--- config.mk ---
export PLATFORM = sky130hd
export DESIGN_NAME = adc_overrange_detect
export DESIGN_NICKNAME = d
export VERILOG_FILES = /design/src/inc/adc_ovr_pkg.sv /design/src/verilog/overrange_monitor.sv /design/src/verilog/adc_overrange_detect.sv
export SDC_FILE = /design/constraint.sdc
export NUM_CORES = 1
export LEC_CHECK = 0
export BUFFER_PORTS_ARGS = -buffer_cell sky130_fd_sc_hd__buf_2
export CAP_MARGIN = 20
export CORE_ASPECT_RATIO = 1.75
export CORE_MARGIN = 2
export CORE_UTILIZATION = 56
export DETAILED_ROUTE_END_ITERATION = 6
export PLACE_DENSITY_LB_ADDON = 0.1
export SLEW_MARGIN = 0
export SYNTH_ARGS = -nofsm -noshare
export SYNTH_HDL_FRONTEND = slang
export SYNTH_SLANG_ARGS = --single-unit
--- constraint.sdc ---
create_clock -name sys_clk -period 6.09 [get_ports sys_clk]
set_clock_uncertainty 0.2 [all_clocks]
set_input_delay 1.218 -clock sys_clk [delete_from_list [all_inputs] [get_ports sys_clk]]
set_output_delay 1.218 -clock sys_clk [all_outputs]
set_load 0.01 [all_outputs]
--- src/inc/adc_ovr_pkg.sv ---
// Shared constants and carrier types for the converter overrange block
package adc_ovr_pkg;
    // ==================================================
    // Widths
    localparam int SAMPLE_W = 12;
    localparam int MAG_W = 11;
    localparam int CMP_W = 8;
    localparam int DATA_W = 16;
    localparam int TRIM_W = 16;
    localparam int SET_W = 3;
    localparam int STRETCH_W = 11;
    localparam int WIN_W = 8;
    localparam int ADDR_W = 8;
    localparam int IRQ_W = 4;
    // ==================================================
    // Magnitude and timing
    localparam logic [SAMPLE_W-1:0] MOST_NEG_CODE = 12'h800;
    localparam logic [MAG_W-1:0] MAG_SAT = 11'h7ff;
    localparam int STRETCH_BASE = 8;
    // ==================================================
    // Register byte offsets
    localparam logic [ADDR_W-1:0] REG_CTRL = 8'h00;
    localparam logic [ADDR_W-1:0] REG_THRESH = 8'h04;
    localparam logic [ADDR_W-1:0] REG_STRETCH = 8'h08;
    localparam logic [ADDR_W-1:0] REG_FLAGS = 8'h0c;
    localparam logic [ADDR_W-1:0] REG_IRQ_STATUS = 8'h10;
    localparam logic [ADDR_W-1:0] REG_IRQ_MASK = 8'h14;
    localparam logic [ADDR_W-1:0] REG_FS_A = 8'h18;
    localparam logic [ADDR_W-1:0] REG_FS_B = 8'h1c;
    localparam logic [ADDR_W-1:0] REG_OA0_A = 8'h20;
    localparam logic [ADDR_W-1:0] REG_OA0_B = 8'h24;
    localparam logic [ADDR_W-1:0] REG_OA90_A = 8'h28;
    localparam logic [ADDR_W-1:0] REG_OA90_B = 8'h2c;
    localparam logic [ADDR_W-1:0] REG_OB0_A = 8'h30;
    localparam logic [ADDR_W-1:0] REG_OB0_B = 8'h34;
    // ==================================================
    // Field positions
    localparam int CTRL_SINGLE = 0;
    localparam int CTRL_DECIM = 1;
    localparam int CTRL_FGCAL = 2;
    localparam int THR_HIGH_LSB = 0;
    localparam int THR_LOW_LSB = 8;
    // ==================================================
    // Reset values and AXI response codes
    localparam logic [2:0] CTRL_RST = 3'h0;
    localparam logic [CMP_W-1:0] HIGH_THR_RST = 8'hff;
    localparam logic [CMP_W-1:0] LOW_THR_RST = 8'h40;
    localparam logic [SET_W-1:0] STRETCH_RST = 3'h0;
    localparam logic [TRIM_W-1:0] FS_TRIM_RST = 16'ha000;
    localparam logic [TRIM_W-1:0] OFS_TRIM_RST = 16'h0000;
    localparam logic [1:0] RESP_OKAY = 2'h0;
    localparam logic [1:0] RESP_SLVERR = 2'h2;
    // ==================================================
    // Carriers
    typedef struct packed {
        logic [SAMPLE_W-1:0] a;
        logic [SAMPLE_W-1:0] b;
    } sample_pair_t;
    typedef struct packed {
        logic low;
        logic high;
    } flag_pair_t;
    typedef struct packed {
        logic [DATA_W-1:0] i;
        logic [DATA_W-1:0] q;
    } iq_t;
    typedef struct packed {
        logic [TRIM_W-1:0] input_a;
        logic [TRIM_W-1:0] input_b;
    } trim_set_t;
endpackage

--- src/verilog/overrange_monitor.sv ---
// Per-channel magnitude, threshold compare, pin stretch and embed window
module overrange_monitor
    import adc_ovr_pkg::*;
(
    input wire logic sys_clk,
    input wire logic rst_n,
    input wire logic sample_valid,
    input wire logic [SAMPLE_W-1:0] sample,
    input wire logic [CMP_W-1:0] high_thr,
    input wire logic [CMP_W-1:0] low_thr,
    input wire logic [SET_W-1:0] stretch_setting,
    output flag_pair_t pin_flag,
    output flag_pair_t embed_flag,
    output flag_pair_t hit
);
    logic [SAMPLE_W-1:0] neg;
    logic [MAG_W-1:0] mag;
    logic [CMP_W-1:0] mag_top;
    logic [1:0] next_hit;
    logic [STRETCH_W-1:0] stretch_last;
    logic [WIN_W-1:0] win_last;
    logic [1:0][STRETCH_W-1:0] hold_cnt;
    logic [1:0] pin_q;
    logic [1:0] hit_q;
    logic [1:0] acc;
    logic [1:0] last_win;
    logic [1:0] emb_q;
    logic [WIN_W-1:0] win_cnt;

    // ==================================================
    // Magnitude and compare
    always_comb
    begin
        neg = SAMPLE_W'(~sample) + SAMPLE_W'(1);
        // Samples are two's complement, sign in the top bit
        if (!sample[SAMPLE_W-1])
            mag = sample[MAG_W-1:0];
        else if (sample == MOST_NEG_CODE)
            mag = MAG_SAT;
        else
            mag = neg[MAG_W-1:0];
        mag_top = mag[MAG_W-1 -: CMP_W];
        next_hit[0] = sample_valid && (mag_top >= high_thr);
        next_hit[1] = sample_valid && (mag_top >= low_thr);
    end

    assign stretch_last = (STRETCH_W'(STRETCH_BASE) << stretch_setting) - STRETCH_W'(1);
    assign win_last = (WIN_W'(1) << stretch_setting) - WIN_W'(1);

    // ==================================================
    // Pin stretch: high for the full length after the latest hit
    always_ff @(posedge sys_clk)
    begin
        if (!rst_n)
        begin
            hold_cnt <= '0;
            pin_q <= '0;
            hit_q <= '0;
        end
        else
        begin
            hit_q <= next_hit;
            for (int k = 0; k < 2; k++)
            begin
                if (next_hit[k])
                begin
                    hold_cnt[k] <= stretch_last;
                    pin_q[k] <= 1'b1;
                end
                else if (hold_cnt[k] != '0)
                    hold_cnt[k] <= hold_cnt[k] - STRETCH_W'(1);
                else
                    pin_q[k] <= 1'b0;
            end
        end
    end

    // ==================================================
    // Embed window of 2^N samples; bit covers current and last period
    always_ff @(posedge sys_clk)
    begin
        if (!rst_n)
        begin
            win_cnt <= '0;
            acc <= '0;
            last_win <= '0;
            emb_q <= '0;
        end
        else if (sample_valid)
        begin
            emb_q <= last_win | acc | next_hit;
            if (win_cnt >= win_last)
            begin
                win_cnt <= '0;
                last_win <= acc | next_hit;
                acc <= '0;
            end
            else
            begin
                win_cnt <= win_cnt + WIN_W'(1);
                acc <= acc | next_hit;
            end
        end
    end

    assign pin_flag = pin_q;
    assign embed_flag = emb_q;
    assign hit = hit_q;
endmodule

--- src/verilog/adc_overrange_detect.sv ---
// Overrange detection, output coding and trim control with AXI4-Lite access
// ==================================================
//
// Added by the designer: the register addresses and the AXI4-Lite slave port.
module adc_overrange_detect
    import adc_ovr_pkg::*;
(
    input wire logic sys_clk,
    input wire logic rst_n,
    input wire logic [ADDR_W-1:0] s_axi_awaddr,
    input wire logic s_axi_awvalid,
    output logic s_axi_awready,
    input wire logic [31:0] s_axi_wdata,
    input wire logic [3:0] s_axi_wstrb,
    input wire logic s_axi_wvalid,
    output logic s_axi_wready,
    output logic [1:0] s_axi_bresp,
    output logic s_axi_bvalid,
    input wire logic s_axi_bready,
    input wire logic [ADDR_W-1:0] s_axi_araddr,
    input wire logic s_axi_arvalid,
    output logic s_axi_arready,
    output logic [31:0] s_axi_rdata,
    output logic [1:0] s_axi_rresp,
    output logic s_axi_rvalid,
    input wire logic s_axi_rready,
    input wire logic sample_valid,
    input wire sample_pair_t sample_in,
    input wire logic cplx_valid,
    input wire iq_t cplx_a_in,
    input wire iq_t cplx_b_in,
    output logic chan_a_high_flag,
    output logic chan_a_low_flag,
    output logic chan_b_high_flag,
    output logic chan_b_low_flag,
    output logic cplx_out_valid,
    output iq_t cplx_a_out,
    output iq_t cplx_b_out,
    output logic dual_edge_sampling,
    output trim_set_t core_a_offset_trim,
    output trim_set_t core_b_offset_trim,
    output logic [TRIM_W-1:0] input_a_fullscale_trim,
    output logic [TRIM_W-1:0] input_b_fullscale_trim,
    output logic irq
);
    logic single_mode;
    logic decim_mode;
    logic fg_cal;
    logic [CMP_W-1:0] high_alarm_threshold;
    logic [CMP_W-1:0] low_alarm_threshold;
    logic [SET_W-1:0] alarm_stretch_setting;
    logic [TRIM_W-1:0] fs_trim_a;
    logic [TRIM_W-1:0] fs_trim_b;
    trim_set_t core_a_zero_phase_offset_trim;
    trim_set_t core_a_ninety_phase_offset_trim;
    trim_set_t core_b_zero_phase_offset_trim;
    logic [IRQ_W-1:0] irq_status;
    logic [IRQ_W-1:0] irq_mask;
    logic [IRQ_W-1:0] events;
    logic [IRQ_W-1:0] irq_clear;
    logic [ADDR_W-1:0] wr_addr;
    logic [31:0] wr_data;
    logic [3:0] wr_strb;
    logic aw_full;
    logic w_full;
    logic do_write;
    logic wr_hit;
    logic [31:0] rd_word;
    logic rd_hit;
    flag_pair_t pin_a;
    flag_pair_t pin_b;
    flag_pair_t emb_a;
    flag_pair_t emb_b;
    flag_pair_t hit_a;
    flag_pair_t hit_b;

    // Byte-lane merge of a write into a stored word
    function automatic logic [TRIM_W-1:0] merge(input logic [TRIM_W-1:0] old);
        logic [TRIM_W-1:0] res;
        res = old;
        for (int k = 0; k < TRIM_W / 8; k++)
        begin
            if (wr_strb[k])
                res[k*8 +: 8] = wr_data[k*8 +: 8];
        end
        return res;
    endfunction

    // ==================================================
    // AXI4-Lite write channel: address and data taken in either order
    assign do_write = aw_full && w_full && !s_axi_bvalid;

    assign wr_hit = (wr_addr <= REG_OB0_B) && (wr_addr[1:0] == 2'h0);

    always_ff @(posedge sys_clk)
    begin
        if (!rst_n)
        begin
            s_axi_awready <= 1'b1;
            s_axi_wready <= 1'b1;
            s_axi_bvalid <= 1'b0;
            s_axi_bresp <= RESP_OKAY;
            aw_full <= 1'b0;
            w_full <= 1'b0;
            wr_addr <= '0;
            wr_data <= '0;
            wr_strb <= '0;
        end
        else
        begin
            if (s_axi_awvalid && s_axi_awready)
            begin
                wr_addr <= s_axi_awaddr;
                aw_full <= 1'b1;
                s_axi_awready <= 1'b0;
            end
            if (s_axi_wvalid && s_axi_wready)
            begin
                wr_data <= s_axi_wdata;
                wr_strb <= s_axi_wstrb;
                w_full <= 1'b1;
                s_axi_wready <= 1'b0;
            end
            if (do_write)
            begin
                s_axi_bvalid <= 1'b1;
                s_axi_bresp <= wr_hit ? RESP_OKAY : RESP_SLVERR;
            end
            if (s_axi_bvalid && s_axi_bready)
            begin
                s_axi_bvalid <= 1'b0;
                aw_full <= 1'b0;
                w_full <= 1'b0;
                s_axi_awready <= 1'b1;
                s_axi_wready <= 1'b1;
            end
        end
    end

    // ==================================================
    // Configuration registers
    always_ff @(posedge sys_clk)
    begin
        if (!rst_n)
        begin
            {fg_cal, decim_mode, single_mode} <= CTRL_RST;
            high_alarm_threshold <= HIGH_THR_RST;
            low_alarm_threshold <= LOW_THR_RST;
            alarm_stretch_setting <= STRETCH_RST;
            fs_trim_a <= FS_TRIM_RST;
            fs_trim_b <= FS_TRIM_RST;
            core_a_zero_phase_offset_trim <= {2{OFS_TRIM_RST}};
            core_a_ninety_phase_offset_trim <= {2{OFS_TRIM_RST}};
            core_b_zero_phase_offset_trim <= {2{OFS_TRIM_RST}};
        end
        else if (do_write)
        begin
            case (wr_addr)
                REG_CTRL:
                begin
                    if (wr_strb[0])
                    begin
                        single_mode <= wr_data[CTRL_SINGLE];
                        decim_mode <= wr_data[CTRL_DECIM];
                        fg_cal <= wr_data[CTRL_FGCAL];
                    end
                end
                REG_THRESH:
                begin
                    if (wr_strb[0])
                        high_alarm_threshold <= wr_data[THR_HIGH_LSB +: CMP_W];
                    if (wr_strb[1])
                        low_alarm_threshold <= wr_data[THR_LOW_LSB +: CMP_W];
                end
                REG_STRETCH:
                begin
                    if (wr_strb[0])
                        alarm_stretch_setting <= wr_data[SET_W-1:0];
                end
                REG_FS_A: fs_trim_a <= merge(fs_trim_a);
                REG_FS_B: fs_trim_b <= merge(fs_trim_b);
                REG_OA0_A: core_a_zero_phase_offset_trim.input_a <=
                    merge(core_a_zero_phase_offset_trim.input_a);
                REG_OA0_B: core_a_zero_phase_offset_trim.input_b <=
                    merge(core_a_zero_phase_offset_trim.input_b);
                REG_OA90_A: core_a_ninety_phase_offset_trim.input_a <=
                    merge(core_a_ninety_phase_offset_trim.input_a);
                REG_OA90_B: core_a_ninety_phase_offset_trim.input_b <=
                    merge(core_a_ninety_phase_offset_trim.input_b);
                REG_OB0_A: core_b_zero_phase_offset_trim.input_a <=
                    merge(core_b_zero_phase_offset_trim.input_a);
                REG_OB0_B: core_b_zero_phase_offset_trim.input_b <=
                    merge(core_b_zero_phase_offset_trim.input_b);
                default:
                begin
                end
            endcase
        end
    end

    // ==================================================
    // Interrupts: sticky events, write one to clear, set beats clear
    assign events = {hit_b.low, hit_b.high, hit_a.low, hit_a.high};
    assign irq_clear = (do_write && wr_addr == REG_IRQ_STATUS && wr_strb[0])
        ? wr_data[IRQ_W-1:0] : '0;

    always_ff @(posedge sys_clk)
    begin
        if (!rst_n)
        begin
            irq_status <= '0;
            irq_mask <= '0;
            irq <= 1'b0;
        end
        else
        begin
            irq_status <= (irq_status & ~irq_clear) | events;
            if (do_write && wr_addr == REG_IRQ_MASK && wr_strb[0])
                irq_mask <= wr_data[IRQ_W-1:0];
            irq <= |(irq_status & irq_mask);
        end
    end

    // ==================================================
    // AXI4-Lite read channel, data one cycle after the address is taken
    always_comb
    begin
        rd_word = '0;
        rd_hit = 1'b1;
        case (s_axi_araddr)
            REG_CTRL: rd_word[CTRL_FGCAL:CTRL_SINGLE] = {fg_cal, decim_mode, single_mode};
            REG_THRESH: rd_word[THR_LOW_LSB+CMP_W-1:0] = {low_alarm_threshold,
                high_alarm_threshold};
            REG_STRETCH: rd_word[SET_W-1:0] = alarm_stretch_setting;
            REG_FLAGS: rd_word[IRQ_W-1:0] = {chan_b_low_flag, chan_b_high_flag,
                chan_a_low_flag, chan_a_high_flag};
            REG_IRQ_STATUS: rd_word[IRQ_W-1:0] = irq_status;
            REG_IRQ_MASK: rd_word[IRQ_W-1:0] = irq_mask;
            REG_FS_A: rd_word[TRIM_W-1:0] = fs_trim_a;
            REG_FS_B: rd_word[TRIM_W-1:0] = fs_trim_b;
            REG_OA0_A: rd_word[TRIM_W-1:0] = core_a_zero_phase_offset_trim.input_a;
            REG_OA0_B: rd_word[TRIM_W-1:0] = core_a_zero_phase_offset_trim.input_b;
            REG_OA90_A: rd_word[TRIM_W-1:0] = core_a_ninety_phase_offset_trim.input_a;
            REG_OA90_B: rd_word[TRIM_W-1:0] = core_a_ninety_phase_offset_trim.input_b;
            REG_OB0_A: rd_word[TRIM_W-1:0] = core_b_zero_phase_offset_trim.input_a;
            REG_OB0_B: rd_word[TRIM_W-1:0] = core_b_zero_phase_offset_trim.input_b;
            default: rd_hit = 1'b0;
        endcase
    end

    always_ff @(posedge sys_clk)
    begin
        if (!rst_n)
        begin
            s_axi_arready <= 1'b1;
            s_axi_rvalid <= 1'b0;
            s_axi_rdata <= '0;
            s_axi_rresp <= RESP_OKAY;
        end
        else if (s_axi_arvalid && s_axi_arready)
        begin
            s_axi_arready <= 1'b0;
            s_axi_rvalid <= 1'b1;
            s_axi_rdata <= rd_word;
            s_axi_rresp <= rd_hit ? RESP_OKAY : RESP_SLVERR;
        end
        else if (s_axi_rvalid && s_axi_rready)
        begin
            s_axi_rvalid <= 1'b0;
            s_axi_arready <= 1'b1;
        end
    end

    // ==================================================
    // Overrange monitors: one per channel, shared thresholds
    // In single mode the A and B lanes carry the two interleaved cores
    overrange_monitor mon_a (
        .sys_clk(sys_clk),
        .rst_n(rst_n),
        .sample_valid(sample_valid),
        .sample(sample_in.a),
        .high_thr(high_alarm_threshold),
        .low_thr(low_alarm_threshold),
        .stretch_setting(alarm_stretch_setting),
        .pin_flag(pin_a),
        .embed_flag(emb_a),
        .hit(hit_a)
    );

    overrange_monitor mon_b (
        .sys_clk(sys_clk),
        .rst_n(rst_n),
        .sample_valid(sample_valid),
        .sample(sample_in.b),
        .high_thr(high_alarm_threshold),
        .low_thr(low_alarm_threshold),
        .stretch_setting(alarm_stretch_setting),
        .pin_flag(pin_b),
        .embed_flag(emb_b),
        .hit(hit_b)
    );

    // Monitor outputs are flops already; extra staging would add latency
    assign chan_a_high_flag = pin_a.high;
    assign chan_a_low_flag = pin_a.low;
    assign chan_b_high_flag = pin_b.high;
    assign chan_b_low_flag = pin_b.low;

    // ==================================================
    // Embedded status in complex samples
    always_ff @(posedge sys_clk)
    begin
        if (!rst_n)
        begin
            cplx_out_valid <= 1'b0;
            cplx_a_out <= '0;
            cplx_b_out <= '0;
        end
        else
        begin
            cplx_out_valid <= cplx_valid;
            if (cplx_valid)
            begin
                cplx_a_out <= cplx_a_in;
                cplx_b_out <= cplx_b_in;
                if (decim_mode)
                begin
                    cplx_a_out.i <= {cplx_a_in.i[DATA_W-1:1], emb_a.high};
                    cplx_a_out.q <= {cplx_a_in.q[DATA_W-1:1], emb_a.low};
                    cplx_b_out.i <= {cplx_b_in.i[DATA_W-1:1], emb_b.high};
                    cplx_b_out.q <= {cplx_b_in.q[DATA_W-1:1], emb_b.low};
                end
            end
        end
    end

    // ==================================================
    // Sampling edge and trims to the analog side
    always_ff @(posedge sys_clk)
    begin
        if (!rst_n)
        begin
            dual_edge_sampling <= 1'b0;
            core_a_offset_trim <= {2{OFS_TRIM_RST}};
            core_b_offset_trim <= {2{OFS_TRIM_RST}};
            input_a_fullscale_trim <= FS_TRIM_RST;
            input_b_fullscale_trim <= FS_TRIM_RST;
        end
        else
        begin
            dual_edge_sampling <= single_mode;
            input_a_fullscale_trim <= fs_trim_a;
            input_b_fullscale_trim <= fs_trim_b;
            // Background calibration owns offsets, so trims are parked at zero
            if (!fg_cal)
            begin
                core_a_offset_trim <= {2{OFS_TRIM_RST}};
                core_b_offset_trim <= {2{OFS_TRIM_RST}};
            end
            else
            begin
                core_a_offset_trim <= single_mode ? core_a_ninety_phase_offset_trim
                    : core_a_zero_phase_offset_trim;
                core_b_offset_trim <= core_b_zero_phase_offset_trim;
            end
        end
    end
endmodule

==> qor.log, run 1 <==
[cells_and_area] area growth from synthesis to final layout 16.1%
[yosys] mean instance size in the synthesized netlist 8.97 µm²
[yosys] top flip-flop cell by instance count after synthesis dfxtp_1
[critical_path] nature of the critical path endpoint flip-flop
[global_route] pin count of the biggest net entering global routing 189
[critical_path] slowest cell on the critical path or4b_1
[die] placement row count 90
[clocking] number of buffers inserted during clock tree synthesis 40
[critical_path] CP Launch Type primary input
[critical_path] worst path buffer plus inverter count 1
[clocking] H-tree depth 2
[cells_and_area] combined area of the multi-input logic cells 9780 µm²
[hold_path] cell depth of the worst hold path 1
[clocking] clock sink count 452
[yosys] largest cells by area after synthesis dfxtp_1 (46%), mux2i_1 (11%), nor2_1 (4.9%)
[yosys] sequential-to-total area share from yosys stat 46.2%
[sta] final number of setup-violating endpoints 0
[place] placed instance count 2,842
[job] # Max-Cap Violations 0
[critical_path] Critical Path Max Stage Delay 0.63 ns
[die] count of boundary I/O pins 357
[yosys] synthesized-area fraction occupied by and/or/nand/nor cells 19.8%
[critical_path] crit-path cells buf_2 -> or4_4 -> or3_4 -> or4_4 -> or4b_1 -> and2_4 -> ha_1 -> nor3b_1 -> o21ai_0 -> a22o_1 -> nor2_1 -> a211oi_1
[sta] Total Neg Setup Slack 0 ns
[clocking] Hold Buf Count CTS 0
[yosys] proportion of synthesized area in mux cells 11.8%
[sta] crit path time final 4.77 ns
[critical_path] gate family responsible for the most delay along the worst path simple AND/OR/NAND/NOR gates
[die] Core Box Area 34,500 µm²
[global_route] Overall Global Routing Usage 32.5%
[yosys] share of synthesized flip-flops with an asynchronous set or reset 0%
[global_route] vias in the first global route 16,700
[global_route] first-pass GRT wire length 93.1 mm
[clocking] worst-skew pair later-pin latency 0.57 ns
[yosys] synthesized instance count 2,185
[yosys] combinational family with the most area after synthesis simple AND/OR/NAND/NOR gates
[yosys] area leader, netlist dfxtp_1
[sta] Worst Hold Margin 0.245 ns
[cells_and_area] Net count, final 2,629
[die] Initial Utilization 56.9%
[yosys] flip-flop and latch count after synthesis 452
[detailed_routing] via density per instance 5.90
[critical_path] critical path data arrival time 5.03 ns
[critical_path] Worst path depth 12
[yosys] post-synthesis compound-gate area fraction 12.5%
[detailed_routing] number of detailed-routing iterations run before antenna repair 5
[yosys] most common cell in the netlist dfxtp_1
[cells_and_area] final design instance area without fill 22,800 µm²
[detailed_routing] initial detailed-routing violation count 1,209
[sta] period utilisation layout 78.3%
[sta] transition time of the tightest slew-check pin 1.11 ns
[detailed_routing] Routed WL 61.7 mm
[die] Total Die Area 36,600 µm²
[yosys] proportion of netlist area held by the largest area contributor 46.2%
[sta] max-slew headroom at the worst pin 26.2%
[cells_and_area] FILL cells 2,973
[cells_and_area] count of non-filler cells in the finished layout 2,916
[clocking] Post-CTS Setup Bufs 0
[sta] max frequency 210 MHz
[place] area post-placement 21,400 µm²
[cells_and_area] post-route core utilization 66.1%
[yosys] Post-synth EDFFs 0
[place] port buffer count 320
[die] vertical extent of the die 251 µm
[clocking] CTS Root Buffer Type clkbuf_16
[detailed_routing] total via count in the routed design 17,200
[detailed_routing] drt drc 0
[run_status] result of the run completed
[cells_and_area] share of layout cells above drive strength 1 18.3%
[global_route] GR Overflow Total 0
[power] total power per unit cell area 297 nW/µm²
[detailed_routing] number of nets with antenna violations after routing 0
[clocking] count of instances resized after the clock tree is built 0
[global_route] number of antenna violations at the first check in global routing 3
[critical_path] Crit Path Category in2reg
[sta] RSZ-0062 raised after global routing false
[yosys] Synth Area in XOR/XNOR 1.74%
[detailed_routing] wire per inst 21.2 µm
[yosys] Warnings, synthesis 0
[hold_path] worst hold-check path type reg2reg
[critical_path] worst r2r path cells 11
[critical_path] Top cell by count, worst path or4_4
[yosys] commonest cells in the synthesized netlist dfxtp_1 (452), nor2_1 (255), mux2i_1 (212)
[clocking] maximum clock path buffer count 3
[place] placed wire-length estimate after detailed placement 45.1 mm
[place] GP Congestion 0.971
[clocking] clock tree from TritonCTS built
[clocking] clock-pin slew reported for the worst setup and hold paths after clock tree synthesis 0.06 ns
[yosys] Adder-Cell Fraction of Synth Area 3.51%
[power] cell leakage power 10.2 nW
[sta] pins over their slew limit 0
[yosys] number of unique standard cell types used by synthesis 71
[sta] Hold Fails Final Rpt 0
[critical_path] worst endpoint required time 6.35 ns
[power] largest vdd supply drop 233 µV
[die] x dimension of the die 145 µm
[cells_and_area] sequential cell area in the final layout 9050 µm²
[yosys] Synth Cell Area 19,600 µm²
[critical_path] CP max FO 10
-- state kept, by name, indices dropped and copies added, names as in the netlist, 8 cells and up --
register                         cells
core_a_ninety_phase_offset_trim     32
core_a_offset_trim                  32
core_a_zero_phase_offset_trim       32
core_b_offset_trim                  32
core_b_zero_phase_offset_trim       32
cplx_a_out                          32
cplx_b_out                          32
mon_a.hold_cnt                      22
mon_b.hold_cnt                      22
fs_trim_a                           16
fs_trim_b                           16
input_a_fullscale_trim              16
input_b_fullscale_trim              16
s_axi_rdata                         16
wr_data                             16
high_alarm_threshold                 8
low_alarm_threshold                  8
mon_a.win_cnt                        8
mon_b.win_cnt                        8
wr_addr                              8
-- worst register-to-register path, delay by kind of cell (launching register included) --
family,cells,cell delay [ns]
simple gates,3,0.88
flops,1,0.48
buf+inv,1,0.26
fa+ha+maj,2,0.70
compound gates,4,1.54
xor+xnor,1,0.16
-- worst paths after layout --
kind	to	slack [ns]	start
max	mon_b.hold_cnt[9]	1.32	sample_in[2]
min	irq_status[2]	0.24	mon_b.hit[0]
max reg2reg	mon_b.acc[1]	1.74	alarm_stretch_setting[2]
min reg2reg	irq_status[2]	0.24	mon_b.hit[0]
-- final cells by class --
cell class                 count  share of cell area, %
inverter                      43                  0.742
multi-input combinational   1542                   43.0
sequential                   452                   39.8
clock buffer                  55                   5.04
timing repair buffer         346                   8.08
tap                          460                   2.53
antenna                        3                 0.0330
clock inverter                15                  0.836
-- cell families (layout without fill, tap and decap cells) --
| logic type | after synthesis | in the layout |
|---|---|---|
| AOI/OAI and AO/OA | 385 | 385 |
| xor gates and xnor gates | 39 | 39 |
| adders and majority gates | 55 | 55 |
| buffers and inverters | 209 | 459 |
| DFF | 452 | 452 |
| muxes | 228 | 228 |
| other | 2 | 23 |
| and+or+nand+nor | 815 | 815 |
-- layout by cell type (no fill, tap or decap), drive strengths merged, types with 15 or more instances in the layout --
cell and instances:
conb 20, o21ai 56, xnor2 17, nor3 30, mux2 15, xor2 22, and2 43, mux2i 212
nand3 108, buf 346, clkbuf 55, ha 55, o21a 18, nand2 207, nor4 23, a21oi 145
nor2 255, and3 48, a211oi 27, a22oi 25, dfxtp 452, inv 43
-- metal layers --
metal | global-route usage (%) | vias up | wire length, µm | share of wire, %
met5 | 0 | - | 0 | 0
met4 | 25.9 | 0 | 5600 | 9.1
met3 | 4.63 | 233 | 3440 | 5.6
met2 | 59.0 | 703 | 31600 | 51
met1 | 33.2 | 8141 | 21100 | 34
li1 | - | 8114 | - | -
-- stage by stage --
step	power (mW)	setup slack, ns
finish	6.75	1.32
global route	7.02	1.09
CTS	6.78	1.29
detailed placement	4.21	0.731
global placement	4.18	0.813
floorplan	3.95	1.14
-- where the power goes --
part / switching [mW] / leakage, nW / internal [mW]
logic: 0.541 / 5.89 / 0.393
clock network: 1.14 / 0.659 / 1.46
registers: 0.140 / 3.67 / 3.08
(Power assumes the default switching activity.)
==> run 2: changes to the inputs <==
clock period = 4.9 ns   (was 6.09 ns; I/O delays follow)
==> run 2 against run 1 <==
  * Critical endpoint is now mon_b.hold_cnt[5]
  * Flip-flop and latch count is the same
  * Count of clock-buffer cells in the layout down 4
  * Core utilization up 0.70 points
  * Register-to-register slack got worse by 1.3 ns
  * Sequential power grew 25%
  * Critical path type unchanged
  * Non-clock buffer count increased by 13
  * Final cell count grew 0.65%
  * Sequential share of layout area fell by 0.42 points
  * Via count rose by 0.51%
  * First-iteration DRC count is 6.1% lower
  * Final area increased by 1.1%
==> qor.log, run 2 (synthesis gave the netlist of run 1 again) <==
[run_status] result of the run completed
[hold_path] hold-critical path endpoint irq_status[2]
[place] port buffer count 320
[cells_and_area] area growth from synthesis to final layout 17.4%
[critical_path] worst r2r path cells 12
[critical_path] Worst path depth 13
[global_route] first-pass GRT wire length 94.4 mm
[power] part of the total power dissipated in the clock network 40.9%
[detailed_routing] wire per inst 21.5 µm
[detailed_routing] drt drc 0
[detailed_routing] total via count in the routed design 17,300
[critical_path] slowest cell on the critical path or4b_1
[global_route] vias in the first global route 16,900
[clocking] Post-CTS Setup Bufs 0
[sta] pins over their slew limit 0
[cells_and_area] Net count, final 2,643
[die] vertical extent of the die 251 µm
[sta] RSZ-0062 raised after global routing false
[power] largest vdd supply drop 334 µV
[critical_path] critical path data arrival time 4.72 ns
[die] Total Die Area 36,600 µm²
[sta] max-slew headroom at the worst pin 21.1%
[clocking] count of instances resized after the clock tree is built 0
[global_route] pin count of the biggest net entering global routing 168
[critical_path] Critical Path Max Stage Delay 0.56 ns
[global_route] Overall Global Routing Usage 33.3%
[power] Net Sw Frac 26.3%
[critical_path] worst path buffer plus inverter count 2
[detailed_routing] Routed WL 63.2 mm
[critical_path] startpoint of the most critical register-to-register path alarm_stretch_setting[0]
[sta] Hold Fails Final Rpt 0
[sta] Total Neg Setup Slack 0 ns
[die] x dimension of the die 145 µm
[clocking] clock-pin slew reported for the worst setup and hold paths after clock tree synthesis 0.07 ns
[critical_path] worst r2r dst mon_b.win_cnt[3]
[power] Internal Power 6.46 mW
[place] placed wire-length estimate after detailed placement 45.9 mm
[sta] final number of setup-violating endpoints 0
[clocking] CTS Root Buffer Type clkbuf_16
[clocking] Hold Buf Count CTS 0
[power] cell leakage power 10.4 nW
[die] Initial Utilization 56.9%
[clocking] H-tree depth 2
[detailed_routing] initial detailed-routing violation count 1,135
[power] P_sw 2.30 mW
[global_route] number of antenna violations at the first check in global routing 3
[cells_and_area] final design instance area without fill 23,000 µm²
[power] Combinational Power Share 13.4%
[cells_and_area] FILL cells 2,926
[sta] crit path time final 4.50 ns
[critical_path] worst endpoint required time 5.12 ns
[place] GP Congestion 0.960
[die] count of boundary I/O pins 357
[clocking] maximum clock path buffer count 3
[sta] max frequency 222 MHz
[power] total power per unit cell area 381 nW/µm²
[critical_path] crit-path cells buf_2 -> or4_4 -> or3_4 -> or4_4 -> or4b_1 -> buf_4 -> nand2_1 -> ha_1 -> o21ai_0 -> o21ai_0 -> a22o_1 -> a21oi_1 -> a21boi_0
[sta] transition time of the tightest slew-check pin 1.18 ns
[cells_and_area] share of layout cells above drive strength 1 19.1%
[detailed_routing] via density per instance 5.89
[global_route] GR Overflow Total 0
[detailed_routing] number of nets with antenna violations after routing 0
[clocking] number of buffers inserted during clock tree synthesis 41
[job] # Max-Cap Violations 0
[hold_path] worst hold-check path type reg2reg
[critical_path] CP Launch Type primary input
[power] proportion of power drawn by flip-flops and latches 45.7%
[clocking] worst-skew pair later-pin latency 0.57 ns
[sta] period utilisation layout 91.7%
[cells_and_area] leading cell type in the layout, fill and taps excluded dfxtp_1
[clocking] clock sink count 452
[critical_path] Crit Path Category in2reg
[hold_path] cell depth of the worst hold path 1
[clocking] clock tree from TritonCTS built
[detailed_routing] number of detailed-routing iterations run before antenna repair 6
[critical_path] register-to-register setup slack 0.48 ns
[critical_path] CP max FO 9
[place] area post-placement 21,500 µm²
[critical_path] nature of the critical path endpoint flip-flop
[cells_and_area] post-route core utilization 66.8%
[die] placement row count 90
[die] Core Box Area 34,500 µm²
[critical_path] gate family responsible for the most delay along the worst path simple AND/OR/NAND/NOR gates
[cells_and_area] most frequent cells in the layout dfxtp_1 (451), buf_2 (318), nor2_1 (255)
[hold_path] worst hold start mon_b.hit[0]
run 2: power by group through the flow:
stage	logic, mW	registers (mW)	clock network, mW
detailed placement	1.16	4.08	0
global placement	1.13	4.07	0
finish	1.17	4.01	3.59
CTS	1.17	4.00	3.62
floorplan	0.871	4.03	0
global route	1.31	4.02	3.77
run 2: area by class of cell:
type	instances	area (µm²)	area share (%)
Timing Repair Buffer	359	1900	8.26
Clock inverter	25	385	1.68
Multi-Input combinational cell	1542	9780	42.5
Tap cell	460	576	2.50
Antenna cell	3	7.51	0.0326
Inverter	43	169	0.734
Clock buffer	51	1130	4.93
Sequential cell	452	9050	39.3
run 2: worst max-delay path by stage:
stage | startpoint | endpoint | slack [ns]
2_1_floorplan | sample_in[2] | mon_b.hold_cnt[20] | 0.19
3_3_place_gp | sample_in[2] | mon_b.hold_cnt[5] | -0.05
3_5_place_dp | sample_in[2] | mon_b.hold_cnt[5] | -0.15
4_1_cts | sample_in[2] | mon_b.hold_cnt[5] | 0.43
5_1_grt | sample_in[2] | mon_b.hold_cnt[9] | 0.29
6_report | sample_in[2] | mon_b.hold_cnt[5] | 0.40
run 2: per-layer routing:
metal / wire length [µm] / up-vias / GRT usage, %
li1: - / 8160 / -
met1: 21300 / 8176 / 33.2
met2: 32800 / 706 / 61.2
met3: 3580 / 237 / 5.30
met4: 5480 / 0 / 25.8
met5: 0 / - / 0
run 2: stage by stage:
step	cells	worst slack [ns]	power [mW]	hold slack [ns]
6_report	2935	0.405	8.76	0.247
5_1_grt	2935	0.294	9.10	0.257
4_1_cts	2932	0.432	8.80	0.251
3_5_place_dp	2856	-0.149	5.24	0.231
3_3_place_gp	2856	-0.0523	5.20	0.219
2_1_floorplan	2203	0.188	4.90	0.218
==> run 3: changes to the inputs <==
CORE_UTILIZATION = 44   (was 56)
==> run 3 against run 2 <==
  * Sequential power about the same
  * Clock power decreased by 7.2%
  * Flip-flop and latch count unchanged
  * Register-to-register slack improved by 0.35 ns
  * Die area increased by 27%
  * Core utilization decreased by 14 points
  * Final cell count increased by 4.2%
  * Highest routed layer unchanged
==> qor.log, run 3 (synthesis gave the netlist of run 1 again) <==
[place] worst-case setup slack after placement -0.115 ns
[cells_and_area] share of layout cells above drive strength 1 19.4%
[critical_path] Top cell by count, worst path or4_4
[power] Combinational Power Share 13.8%
[cells_and_area] final design instance area without fill 23,100 µm²
[detailed_routing] drt drc 0
[hold_path] cell depth of the worst hold path 1
[detailed_routing] number of detailed-routing iterations run before antenna repair 5
[detailed_routing] wire per inst 21.8 µm
[critical_path] Crit Path Category in2reg
[clocking] CTS Root Buffer Type clkbuf_16
[critical_path] register-to-register setup slack 0.83 ns
[sta] transition time of the tightest slew-check pin 1.28 ns
[detailed_routing] via density per instance 5.61
[critical_path] worst r2r dst mon_b.acc[1]
[cells_and_area] most frequent cells in the layout dfxtp_1 (451), buf_2 (318), nor2_1 (255)
[sta] worst setup margin 0.456 ns
[clocking] worst-skew pair later-pin latency 0.56 ns
[critical_path] startpoint of the most critical register-to-register path alarm_stretch_setting[2]
[sta] RSZ-0062 raised after global routing false
[critical_path] worst r2r path cells 12
[global_route] pin count of the biggest net entering global routing 176
[cells_and_area] FILL cells 4,257
[critical_path] CP Launch Type primary input
[clocking] Post-CTS Setup Bufs 0
[power] largest vdd supply drop 300 µV
[sta] max-slew headroom at the worst pin 14.8%
[power] proportion of power drawn by flip-flops and latches 47.1%
[die] count of boundary I/O pins 357
[detailed_routing] Routed WL 66.5 mm
[global_route] Overall Global Routing Usage 28.1%
[sta] max frequency 225 MHz
[die] Core Box Area 44,200 µm²
[detailed_routing] total via count in the routed design 17,100
[sta] period utilisation layout 90.7%
[job] # Max-Cap Violations 0
[global_route] GR Overflow Total 0
[place] port buffer count 320
[hold_path] hold-critical path endpoint irq_status[1]
[clocking] number of buffers inserted during clock tree synthesis 42
[clocking] maximum clock path buffer count 3
[critical_path] Critical Path Max Stage Delay 0.63 ns
[sta] Hold Fails Final Rpt 0
[hold_path] worst hold start mon_a.hit[1]
[sta] Total Neg Setup Slack 0 ns
[clocking] count of instances resized after the clock tree is built 0
[cells_and_area] area growth from synthesis to final layout 18.0%
[global_route] first-pass GRT wire length 99.6 mm
[place] placed wire-length estimate after detailed placement 49.5 mm
[power] P_sw 2.32 mW
[die] vertical extent of the die 283 µm
[sta] pins over their slew limit 0
[critical_path] crit-path cells buf_2 -> or4_4 -> or3_4 -> or4_4 -> or4b_1 -> and2_4 -> ha_1 -> nor3b_1 -> o21ai_0 -> a22oi_1 -> buf_4 -> o311ai_0 -> and3_1
[sta] crit path time final 4.44 ns
[place] GP Congestion 0.952
[critical_path] CP max FO 17
[power] cell leakage power 10.3 nW
[power] power after layout 8.51 mW
[cells_and_area] count of non-filler cells in the finished layout 3,057
[critical_path] nature of the critical path endpoint flip-flop
[sta] final number of setup-violating endpoints 0
[place] area post-placement 21,700 µm²
[critical_path] worst endpoint required time 5.14 ns
[run_status] result of the run completed
[critical_path] critical path data arrival time 4.69 ns
[die] placement row count 102
[clocking] clock tree from TritonCTS built
[die] Initial Utilization 44.4%
[cells_and_area] post-route core utilization 52.4%
[power] Internal Power 6.20 mW
[power] Net Sw Frac 27.2%
[cells_and_area] leading cell type in the layout, fill and taps excluded dfxtp_1
[clocking] Hold Buf Count CTS 0
[power] part of the total power dissipated in the clock network 39.1%
[detailed_routing] initial detailed-routing violation count 1,022
[power] total power per unit cell area 368 nW/µm²
[global_route] vias in the first global route 16,900
[cells_and_area] Net count, final 2,652
[critical_path] slowest cell on the critical path or4b_1
[clocking] clock sink count 452
[clocking] H-tree depth 2
[place] placed instance count 2,975
[detailed_routing] number of nets with antenna violations after routing 0
[global_route] number of antenna violations at the first check in global routing 6
[die] Total Die Area 46,300 µm²
[sta] Worst Hold Margin 0.244 ns
[clocking] clock-pin slew reported for the worst setup and hold paths after clock tree synthesis 0.07 ns
[die] x dimension of the die 164 µm
[hold_path] worst hold-check path type reg2reg
run 3: worst max-delay path, delay by kind of cell:
family          cells  cell delay (ns)
compound gates      3             0.52
fa+ha+maj           1             0.26
buf+inv             2             0.36
simple gates        7             2.54
run 3: metal layers:
layer  global-route usage [%]  wire (µm)
met2                     52.9      35500
met5                        0          0
met3                     3.57       2960
met1                     28.0      22800
met4                     19.0       5150
run 3: cell type report:
| class | count | area (µm²) | area share, % |
|---|---|---|---|
| Tap cell | 572 | 716 | 3.10 |
| Antenna cell | 6 | 15.0 | 0.0649 |
| Timing Repair Buffer | 367 | 1980 | 8.58 |
| Multi-Input combinational cell | 1542 | 9800 | 42.4 |
| Sequential cell | 452 | 9050 | 39.1 |
| Inverter | 43 | 169 | 0.731 |
| Clock buffer | 58 | 1230 | 5.33 |
| Clock inverter | 17 | 150 | 0.649 |
run 3: power by group through the flow:
stage | combinational, mW | clock (mW) | sequential (mW)
after CTS | 1.18 | 3.39 | 4.01
after detailed placement | 1.18 | 0 | 4.09
after floorplan | 0.871 | 0 | 4.03
after global routing | 1.33 | 3.52 | 4.03
final | 1.18 | 3.33 | 4.01
after global placement | 1.14 | 0 | 4.08
run 3: how the worst max path moves through the flow:
stage	startpoint	endpoint	cells past startpoint
finish	sample_in[2]	mon_b.hold_cnt[20]	13
global placement	sample_in[2]	mon_b.hold_cnt[20]	13
detailed placement	sample_in[2]	mon_b.hold_cnt[20]	13
floorplan	sample_in[2]	mon_b.hold_cnt[20]	13
global route	sample_in[2]	mon_b.hold_cnt[8]	13
CTS	sample_in[2]	mon_b.hold_cnt[20]	13
